## config.mk

```make
export PLATFORM = sky130hd
export DESIGN_NAME = pmc_conv_setup
export DESIGN_NICKNAME = d
export VERILOG_FILES = /design/src/pmc_pkg.sv /design/src/pmc_conv_setup.sv /design/src/pmc_sequencer.sv
export SDC_FILE = /design/constraint.sdc
export NUM_CORES = 1
export LEC_CHECK = 0
export ABC_AREA = 1
export BUFFER_PORTS_ARGS = -buffer_cell sky130_fd_sc_hd__buf_2
export CORE_UTILIZATION = 24
export DETAILED_ROUTE_END_ITERATION = 16
export RECOVER_POWER = 100
export SLEW_MARGIN = 20
export SYNTH_ARGS = -nofsm -noshare
export SYNTH_HDL_FRONTEND = slang
export SYNTH_SLANG_ARGS = --single-unit
```

## constraint.sdc

```tcl
create_clock -name core_clk -period 4.8 [get_ports core_clk]
set_clock_uncertainty 0.05 [all_clocks]
set_input_delay 0.72 -clock core_clk [delete_from_list [all_inputs] [get_ports core_clk]]
set_output_delay 0.72 -clock core_clk [all_outputs]
set_load 0.02 [all_outputs]
```

## src/pmc_pkg.sv

```systemverilog
// Shared constants and types of the conversion setup block
package pmc_pkg;

  // Register addresses carried in the command byte
  localparam logic [5:0] PMC_ADDR_MAIN_CFG = 6'h00;
  localparam logic [5:0] PMC_ADDR_SETUP    = 6'h01;
  localparam logic [5:0] PMC_ADDR_SCALE    = 6'h02;
  localparam logic [5:0] PMC_ADDR_DRIFT    = 6'h03;

  // Values after reset
  localparam logic [15:0] PMC_SETUP_RST = 16'hFB68;
  localparam logic [14:0] PMC_SCALE_RST = 15'h1000;
  localparam logic [13:0] PMC_COEFF_RST = 14'h0000;

  // Field positions
  localparam int PMC_DRIFT_EN_BIT = 5;
  localparam int PMC_SCALE_W      = 15;
  localparam int PMC_COEFF_W      = 14;

  // Frame layout: command byte then one 16-bit data word
  localparam logic [4:0] PMC_CMD_BITS   = 5'h08;
  localparam logic [4:0] PMC_FRAME_BITS = 5'h18;

  // Reference die temperature of drift correction, degrees C
  localparam logic [7:0] PMC_DRIFT_REF_C = 8'h19;

  // Timing: one time base tick per microsecond
  localparam int PMC_CLK_NS     = 25;
  localparam int PMC_TICK_NS    = 1000;
  localparam int PMC_CYC_PER_US = PMC_TICK_NS / PMC_CLK_NS;

  // Conversion times in microseconds, code 7 down to code 0
  localparam logic [7:0][12:0] PMC_CONV_US = {
    13'd4120, 13'd2074, 13'd1052, 13'd540,
    13'd280,  13'd150,  13'd84,   13'd50};

  // Samples per averaged result, code 7 down to code 0
  localparam logic [7:0][10:0] PMC_AVG_N = {
    11'd1024, 11'd512, 11'd256, 11'd128,
    11'd64,   11'd16,  11'd4,   11'd1};

  // Conversion setup word as stored
  typedef struct packed {
    logic [3:0] mode;
    logic [2:0] bus_conv_time;
    logic [2:0] shunt_conv_time;
    logic [2:0] temp_conv_time;
    logic [2:0] sample_average_count;
  } pmc_setup_s;

  // Sequencer states, Gray along idle -> convert -> idle
  typedef enum logic [1:0] {
    PMC_SQ_IDLE = 2'b00,
    PMC_SQ_CONV = 2'b01
  } pmc_sq_e;

endpackage : pmc_pkg

```

## src/pmc_conv_setup.sv

```systemverilog
// SPI target with conversion setup, shunt scale and drift registers
// Notes on behaviour
// - Mode field 15-12, reset F; 0/8 shut down
// - Modes 1-7: one triggered pass, bits pick channels
// - Modes 9-F: continuous on selected channels
// - Bus conversion time field 11-9, reset 5
// - Shunt conversion time field 8-6, reset 5
// - Temperature conversion time field 5-3, reset 5
// - Averaging count field 2-0, reset 0
// - One averaging count for all channels
// - Results update only after full average
// - Shunt scale constant bits 14-0, reset 1000h
// - Shunt scale also sets current resolution
// - Reserved bits read back as zero
// - Drift coefficient bits 13-0, 1 ppm/C per step
// - Drift correction referenced to plus 25 C
// - Drift correction only while enable bit set
// - Frame: address, zero, read bit, 16 data
`timescale 1ns/100ps
module pmc_conv_setup #(
  parameter int TICK_DIV = pmc_pkg::PMC_CYC_PER_US
) (
  input  wire logic                      core_clk,
  input  wire logic                      rst,
  input  wire logic                      spi_sclk,
  input  wire logic                      spi_cs_n,
  input  wire logic                      spi_mosi,
  output logic                           spi_miso,
  output logic                           spi_miso_oe,
  output logic                           meas_busy,
  output logic [1:0]                     meas_chan,
  output logic                           result_update,
  output logic [1:0]                     result_chan,
  output pmc_pkg::pmc_setup_s            setup_word,
  output logic [pmc_pkg::PMC_SCALE_W-1:0] current_scale,
  output logic [pmc_pkg::PMC_COEFF_W-1:0] drift_coeff_eff
);

  typedef struct packed {
    logic [2:0]                     sclk_sy;
    logic [1:0]                     cs_sy;
    logic [1:0]                     mosi_sy;
    logic [4:0]                     bits;
    logic [15:0]                    shin;
    logic [5:0]                     addr;
    logic                           rd;
    logic                           bad;
    logic [15:0]                    shout;
    logic                           miso;
    logic                           oe;
    pmc_pkg::pmc_setup_s            setup;
    logic [pmc_pkg::PMC_SCALE_W-1:0] scale;
    logic [pmc_pkg::PMC_COEFF_W-1:0] coeff;
    logic                           drift_en;
    logic [pmc_pkg::PMC_COEFF_W-1:0] coeff_eff;
    logic                           start;
  } pmc_top_s;

  pmc_top_s s_q;
  pmc_top_s s_d;

  // Readback word; unmapped addresses and reserved bits give zero
  function automatic logic [15:0] rd_word(input pmc_top_s s,
                                          input logic [5:0] a);
    logic [15:0] w;
    w = 16'h0000;
    unique case (a)
      pmc_pkg::PMC_ADDR_MAIN_CFG: w[pmc_pkg::PMC_DRIFT_EN_BIT] = s.drift_en;
      pmc_pkg::PMC_ADDR_SETUP:    w = s.setup;
      pmc_pkg::PMC_ADDR_SCALE:    w = {1'b0, s.scale};
      pmc_pkg::PMC_ADDR_DRIFT:    w = {2'b00, s.coeff};
      default:                    w = 16'h0000;
    endcase
    return w;
  endfunction : rd_word

  // Frame engine, register writes and drift gating
  always_comb begin
    logic        rise;
    logic        fall;
    logic        cs_on;
    logic [15:0] word;
    s_d         = s_q;
    s_d.start   = 1'b0;
    s_d.sclk_sy = {s_q.sclk_sy[1:0], spi_sclk};
    s_d.cs_sy   = {s_q.cs_sy[0], spi_cs_n};
    s_d.mosi_sy = {s_q.mosi_sy[0], spi_mosi};
    rise  = s_q.sclk_sy[1] && !s_q.sclk_sy[2];
    fall  = !s_q.sclk_sy[1] && s_q.sclk_sy[2];
    cs_on = !s_q.cs_sy[1];
    word  = {s_q.shin[14:0], s_q.mosi_sy[1]};
    s_d.oe = cs_on;
    if (!cs_on) begin
      s_d.bits = 5'h00;
      s_d.miso = 1'b0;
    end else begin
      // Host drives on rising edge, device samples on falling
      if (rise) begin
        s_d.miso  = (s_q.bits >= pmc_pkg::PMC_CMD_BITS) && s_q.shout[15];
        if (s_q.bits >= pmc_pkg::PMC_CMD_BITS) begin
          s_d.shout = {s_q.shout[14:0], 1'b0};
        end
      end
      if (fall && s_q.bits < pmc_pkg::PMC_FRAME_BITS) begin
        s_d.shin = word;
        s_d.bits = s_q.bits + 5'h01;
        if (s_q.bits == pmc_pkg::PMC_CMD_BITS - 5'h01) begin
          s_d.addr  = word[7:2];
          s_d.bad   = word[1];
          s_d.rd    = word[0];
          s_d.shout = rd_word(s_q, word[7:2]);
        end
        // write commits on last data bit
        if (s_q.bits == pmc_pkg::PMC_FRAME_BITS - 5'h01
            && !s_q.rd && !s_q.bad) begin
          unique case (s_q.addr)
            pmc_pkg::PMC_ADDR_MAIN_CFG:
              s_d.drift_en = word[pmc_pkg::PMC_DRIFT_EN_BIT];
            pmc_pkg::PMC_ADDR_SETUP: begin
              s_d.setup = word;
              s_d.start = 1'b1;
            end
            pmc_pkg::PMC_ADDR_SCALE: s_d.scale = word[14:0];
            pmc_pkg::PMC_ADDR_DRIFT: s_d.coeff = word[13:0];
            default: s_d.start = 1'b0;
          endcase
        end
      end
    end
    s_d.coeff_eff = s_q.drift_en ? s_q.coeff : '0;
  end

  // Register the state; setup fields take their documented resets
  always_ff @(posedge core_clk) begin
    if (rst) begin
      s_q         <= '0;
      s_q.setup   <= pmc_pkg::PMC_SETUP_RST;
      s_q.scale   <= pmc_pkg::PMC_SCALE_RST;
      s_q.coeff   <= pmc_pkg::PMC_COEFF_RST;
      s_q.sclk_sy <= 3'b000;
      s_q.cs_sy   <= 2'b11;
    end else begin
      s_q <= s_d;
    end
  end

  pmc_sequencer #(
    .TICK_DIV (TICK_DIV)
  ) u_seq (
    .core_clk      (core_clk),
    .rst           (rst),
    .setup         (s_q.setup),
    .start         (s_q.start),
    .busy          (meas_busy),
    .chan          (meas_chan),
    .result_update (result_update),
    .result_chan   (result_chan)
  );

  assign spi_miso        = s_q.miso;
  assign spi_miso_oe     = s_q.oe;
  assign setup_word      = s_q.setup;
  assign current_scale   = s_q.scale;
  assign drift_coeff_eff = s_q.coeff_eff;

  a_reset_setup: assert property (
    @(posedge core_clk)
    rst |=> setup_word == pmc_pkg::PMC_SETUP_RST
            && current_scale == pmc_pkg::PMC_SCALE_RST
            && drift_coeff_eff == '0)
    else $error("Bad reset values");
  a_setup_start: assert property (
    @(posedge core_clk) disable iff (rst)
    $changed(setup_word) |-> s_q.start)
    else $error("No start on write");
  a_drift_gate: assert property (
    @(posedge core_clk) disable iff (rst)
    !s_q.drift_en [*2] |-> drift_coeff_eff == '0)
    else $error("Correction while disabled");
  a_scale_rsvd: assert property (
    @(posedge core_clk) disable iff (rst)
    (s_q.bits == pmc_pkg::PMC_CMD_BITS && $changed(s_q.bits)
     && s_q.addr == pmc_pkg::PMC_ADDR_SCALE) |-> !s_q.shout[15])
    else $error("Reserved bit read as one");
  // Only the next cycle: a new frame may already select the pin after it
  a_miso_off: assert property (
    @(posedge core_clk) disable iff (rst)
    s_q.cs_sy[1] |=> !spi_miso_oe && !spi_miso)
    else $error("Output driven outside frame");

endmodule : pmc_conv_setup

```

## src/pmc_sequencer.sv

```systemverilog
// Measurement pass sequencer driven by the conversion setup word
`timescale 1ns/100ps
module pmc_sequencer #(
  parameter int TICK_DIV = pmc_pkg::PMC_CYC_PER_US
) (
  input  wire logic               core_clk,
  input  wire logic               rst,
  input  wire pmc_pkg::pmc_setup_s setup,
  input  wire logic               start,
  output logic                    busy,
  output logic [1:0]              chan,
  output logic                    result_update,
  output logic [1:0]              result_chan
);

  typedef struct packed {
    pmc_pkg::pmc_sq_e st;
    logic             pend;
    logic [1:0]       chan;
    logic [15:0]      div;
    logic [12:0]      us;
    logic [10:0]      samp;
    logic             upd;
    logic [1:0]       upd_chan;
  } pmc_seq_s;

  pmc_seq_s s_q;
  pmc_seq_s s_d;

  // Lowest enabled channel above cur (or from 0 when first)
  function automatic logic [2:0] next_ch(input logic [2:0] en,
                                         input logic [1:0] cur,
                                         input logic       first);
    logic [2:0] r;
    r = 3'b000;
    for (int i = 2; i >= 0; i--) begin
      if (en[i] && (first || i > int'(cur))) begin
        r = {1'b1, 2'(i)};
      end
    end
    return r;
  endfunction : next_ch

  // Conversion time of a channel in microseconds
  function automatic logic [12:0] conv_us(input pmc_pkg::pmc_setup_s c,
                                          input logic [1:0]          ch);
    logic [2:0] code;
    code = (ch == 2'd0) ? c.bus_conv_time :
           (ch == 2'd1) ? c.shunt_conv_time : c.temp_conv_time;
    return pmc_pkg::PMC_CONV_US[code];
  endfunction : conv_us

  logic [2:0]  en;
  logic        cont;
  logic        trig;
  logic [10:0] avg_n;
  assign en    = setup.mode[2:0];
  assign cont  = setup.mode[3] && (en != 3'b000);
  assign trig  = !setup.mode[3] && (en != 3'b000);
  // One count for every enabled channel
  // shared averaging count
  assign avg_n = pmc_pkg::PMC_AVG_N[setup.sample_average_count];

  // Next state of the whole sequencer
  always_comb begin
    logic [2:0] nx;
    logic       tick;
    s_d     = s_q;
    s_d.upd = 1'b0;
    nx      = 3'b000;
    tick    = (s_q.div == 16'(TICK_DIV - 1));
    unique case (s_q.st)
      pmc_pkg::PMC_SQ_IDLE: begin
        nx = next_ch(en, 2'd0, 1'b1);
        if ((cont || (trig && s_q.pend)) && nx[2]) begin
          s_d.st   = pmc_pkg::PMC_SQ_CONV;
          s_d.pend = 1'b0;
          s_d.chan = nx[1:0];
          s_d.us   = conv_us(setup, nx[1:0]);
          s_d.samp = 11'h000;
          s_d.div  = 16'h0000;
        end else if (!trig) begin
          s_d.pend = 1'b0;
        end
      end
      pmc_pkg::PMC_SQ_CONV: begin
        s_d.div = tick ? 16'h0000 : s_q.div + 16'h0001;
        if (tick) begin
          s_d.us = s_q.us - 13'h0001;
        end
        if (tick && s_q.us == 13'h0001) begin
          if (s_q.samp == avg_n - 11'h001) begin
            s_d.upd      = 1'b1;
            s_d.upd_chan = s_q.chan;
            s_d.samp     = 11'h000;
            nx           = next_ch(en, s_q.chan, 1'b0);
            if (nx[2]) begin
              s_d.chan = nx[1:0];
              s_d.us   = conv_us(setup, nx[1:0]);
            end else begin
              s_d.st = pmc_pkg::PMC_SQ_IDLE;
            end
          end else begin
            s_d.samp = s_q.samp + 11'h001;
            s_d.us   = conv_us(setup, s_q.chan);
          end
        end
      end
      default: s_d.st = pmc_pkg::PMC_SQ_IDLE;
    endcase
    if (start) begin
      s_d.st   = pmc_pkg::PMC_SQ_IDLE;
      s_d.pend = 1'b1;
      s_d.upd  = 1'b0;
    end
  end

  // Register the state
  always_ff @(posedge core_clk) begin
    if (rst) begin
      s_q <= '0;
    end else begin
      s_q <= s_d;
    end
  end

  assign busy          = (s_q.st == pmc_pkg::PMC_SQ_CONV);
  assign chan          = s_q.chan;
  assign result_update = s_q.upd;
  assign result_chan   = s_q.upd_chan;

  a_shutdown_stays: assert property (
    @(posedge core_clk) disable iff (rst)
    (en == 3'b000 && !busy) |=> !busy)
    else $error("Shutdown converted");
  a_trig_single: assert property (
    @(posedge core_clk) disable iff (rst)
    (trig && !busy && !s_q.pend && !start) |=> !busy)
    else $error("Extra triggered pass");
  a_cont_loops: assert property (
    @(posedge core_clk) disable iff (rst)
    (cont && !busy && !start) |=> busy)
    else $error("Continuous did not restart");
  a_chan_selected: assert property (
    @(posedge core_clk) disable iff (rst)
    (busy && !start) |-> en[chan])
    else $error("Disabled channel");
  a_avg_complete: assert property (
    @(posedge core_clk) disable iff (rst)
    (busy && !start && s_q.us == 13'h0001
     && s_q.div == 16'(TICK_DIV - 1) && s_q.samp == avg_n - 11'h001)
    |=> result_update && result_chan == $past(chan))
    else $error("Averaged result not posted");
  // Count taken from the cycle that set the pulse, not a new setup
  a_no_early_upd: assert property (
    @(posedge core_clk) disable iff (rst)
    result_update |-> $past(s_q.samp) == $past(avg_n) - 11'h001)
    else $error("Result posted mid average");

endmodule : pmc_sequencer

```

==> summary.md <==
| Metric | Value |
|---|---|
| Routed vias | `8186` |
| Crit. End Element | `flop` |
| Final setup viols | `0` |
| Final net count | `1303` |
| Drt pass-1 iters | `5` |
| Crit Path Class | `reg2reg` |
| Setup WS post-layout | `1.72 ns` |
| Hold Startpoint | `s_d[113]` |
| Worst slew margin | `34.2%` |
| CTS Root Cell | `clkbuf_16` |
| N_diodes | `0` |
| Wirelength per Cell | `13.7 um` |
| TritonCTS clock tree | `built` |
| Fmax | `324 MHz` |
| Number of synthesized flops with an enable pin | `0` |
| Layout cells sized above 1 | `6.66%` |
| Die width | `196 um` |
| TritonCTS buffer count | `17` |
| Dpl ws | `1.89 ns` |
| # hold bufs at CTS | `0` |
| Unrepaired setup endpoints after global routing | `false` |
| Placement Rows | `70` |
| Syn_nets | `1316` |
| Min cycle time layout | `3.08 ns` |
| CP Launch Type | `flop` |
| Most instantiated cells after synthesis | `270 x nand2_1, 169 x dfxtp_1, 164 x inv_1, 111 x nor2_1, 100 x o21ai_0` |
| Worst-path maximum fanout | `21` |
| Met1 Use GR | `17.3%` |
| Clock Pin Slew Worst Setup and Hold Paths | `0.07 ns` |
| Vias in the first global route | `7684` |
| Crit share post-route | `64.3%` |
| Clk Latency, worst-skew pair | `0.43 ns` |
| Syn_area_per_cell | `7.00 um^2` |
| Worst Hold Depth | `2` |
| Total negative slack | `0 ns` |
| Min-Delay Path Class | `reg2reg` |
| M3 GR Usage | `2.66%` |
| YS warnings | `0` |
| Fillers | `4074` |
| Core area | `0.0369 mm^2` |
| Area share of the largest cell type after synthesis | `37.4%` |
| First-pass GRT wire length | `40300 um` |
| Crit path arrival time | `3.34 ns` |
| Leakage | `3.77 nW` |
| R2r startpoint | `s_q[106]` |
| GRT Total Usage | `13.1%` |
| R2R Setup Slk | `1.72 ns` |
| Routed Antenna Nets | `0` |
| Synthesized instance count | `1292` |
| Num Clock Sinks | `169` |
| Most common cell in the netlist | `nand2_1` |
| CP required | `5.06 ns` |
| PortBufs | `57` |
| Clock Tree Buf Depth | `2` |
| Primary FF master, synth | `dfxtp_1` |
| Synth Cell Area | `0.00905 mm^2` |
| Worst hold endpoint | `s_d[114]` |
| Htree depth | `4` |
| Yosys cell types | `50` |
| Post-synthesis sequential area ratio | `37.4%` |
| Register-to-Register Path Depth | `8` |
| Initial antenna violation count | `0` |
| Grt ovf | `0` |
| Die area | `0.0385 mm^2` |
| Least-Margin Pin Slew | `0.983 ns` |
| Pin count of the biggest net entering global routing | `79` |
| Post-CTS Resized | `0` |
| Iter 0 DRT Violations | `673` |
| DP Wirelength | `18200 um` |
| Max_cap viols | `0` |
| GR peak layer | `met2` |
| Status | `finished, final reports clean` |
| M2 GR Usage | `21.0%` |
| Flop and latch count out of synthesis | `169` |
| Final hold viol count | `0` |
| DIE HEIGHT | `196 um` |
| Asr flop ratio synth | `0%` |
| Power Dens Cells | `298 mW/mm^2` |
| Largest area contributor in the netlist | `dfxtp_1` |
| Worst reg2reg path endpoint | `setup_word[4]` |
| Residual DRC | `0` |
| Final wirelength | `24700 um` |
| Maximum vdd drop | `0.257 mV` |
| Post-CTS setup buffers | `0` |
| Vias per cell | `4.56` |
| Slew Viols, Final | `0` |
| Area delta synth->final | `9.64%` |
| Largest cells by area after synthesis | `dfxtp_1 37%, nand2_1 11%, inv_1 6.8%` |
| Starting Density | `24.5%` |
| Placer Congestion | `0.846` |
| IO Pins | `58` |
-- critical path, stage by stage (launching register included) --
cell and delay (ns):
dfxtp_1 0.34, nand2_1 0.08, nand3_1 0.18, nor2_1 0.80, inv_1 0.59, nor4_1 0.37
inv_1 0.25, o21ai_0 0.22, a21oi_1 0.06
-- stage by stage --
stage / std cells / instance area (um^2) / utilization, % / hold WS, ns / power (mW)
after floorplan: 1292 / 9050 / - / 0.338 / 1.55
final: 1796 / 9920 / 26.9 / 0.366 / 2.95
after global placement: 1763 / 9440 / 25.6 / 0.354 / 1.58
after detailed placement: 1763 / 9440 / 25.6 / 0.354 / 1.58
after global routing: 1796 / 9920 / 26.9 / 0.398 / 3.06
after CTS: 1795 / 10000 / 27.2 / 0.372 / 2.98
-- kinds of logic (layout without fill, tap and decap cells) --
kind of cell               count (synthesis)  after routing  share of synthesized area, %
muxes                                      1              1                         0.152
and+or+nand+nor                          515            515                          25.4
buffers and inverters                    280            280                          13.9
AOI/OAI and AO/OA                        292            292                          19.0
adders and majority gates                 19             19                          2.63
xor gates and xnor gates                  16             16                          1.55
DFF                                      169            169                          37.4
-- area by class of cell --
cell class	count	area, um^2	share of cell area, %
tap	504	631	6.36
sequential	169	3380	34.1
clock buffer	19	433	4.36
clock inverter	13	161	1.63
multi-input combinational	843	4360	43.9
timing repair buffer	63	259	2.61
inverter	185	694	7.00
-- registers in the layout (all words and copies together) (netlist names) --
register	flops
u_seq.avg_n	8
s_d	4
spi_miso_oe	1
u_seq.result_chan	2
u_seq.result_update	1
s_q	63
setup_word	16
u_seq.chan	2
u_seq.s_q	42
spi_miso	1
drift_coeff_eff	14
current_scale	15
-- layout by cell type, fill, tap and decap left out, types with 17 or more instances in the layout --
| cell type | count |
|---|---|
| ha_1 | 19 |
| clkbuf_16 | 17 |
| clkbuf_1 | 57 |
| nand3_1 | 48 |
| o21ai_0 | 103 |
| dfxtp_1 | 169 |
| nand2_1 | 270 |
| nand4_1 | 22 |
| inv_1 | 167 |
| a211oi_1 | 18 |
| a21oi_1 | 100 |
| nor2_1 | 115 |
-- worst max path at each step --
stage	slack (ns)	startpoint	cells past startpoint	to
floorplan	2.86	u_seq.avg_n[0]	17	u_seq.s_q[23]
global placement	2.03	u_seq.s_q[46]	4	u_seq.s_q[32]
detailed placement	1.89	u_seq.s_q[46]	4	u_seq.s_q[37]
CTS	1.92	u_seq.s_q[46]	4	u_seq.s_q[36]
global route	1.32	s_q[106]	8	setup_word[10]
finish	1.72	s_q[106]	8	setup_word[4]
-- layer usage --
layer  up-vias  part of all wire, %
li1       4166                    -
met1      3782                   46
met2       201                   46
met3        37                  5.3
met4         0                  2.3
met5         -                    0
-- report_power, final --
part	switching, mW	total (mW)	internal [mW]
logic	0.0852	0.121	0.0355
registers	0.0123	1.42	1.41
clock network	0.623	1.41	0.785
Power figures use the tool's default switching activity.
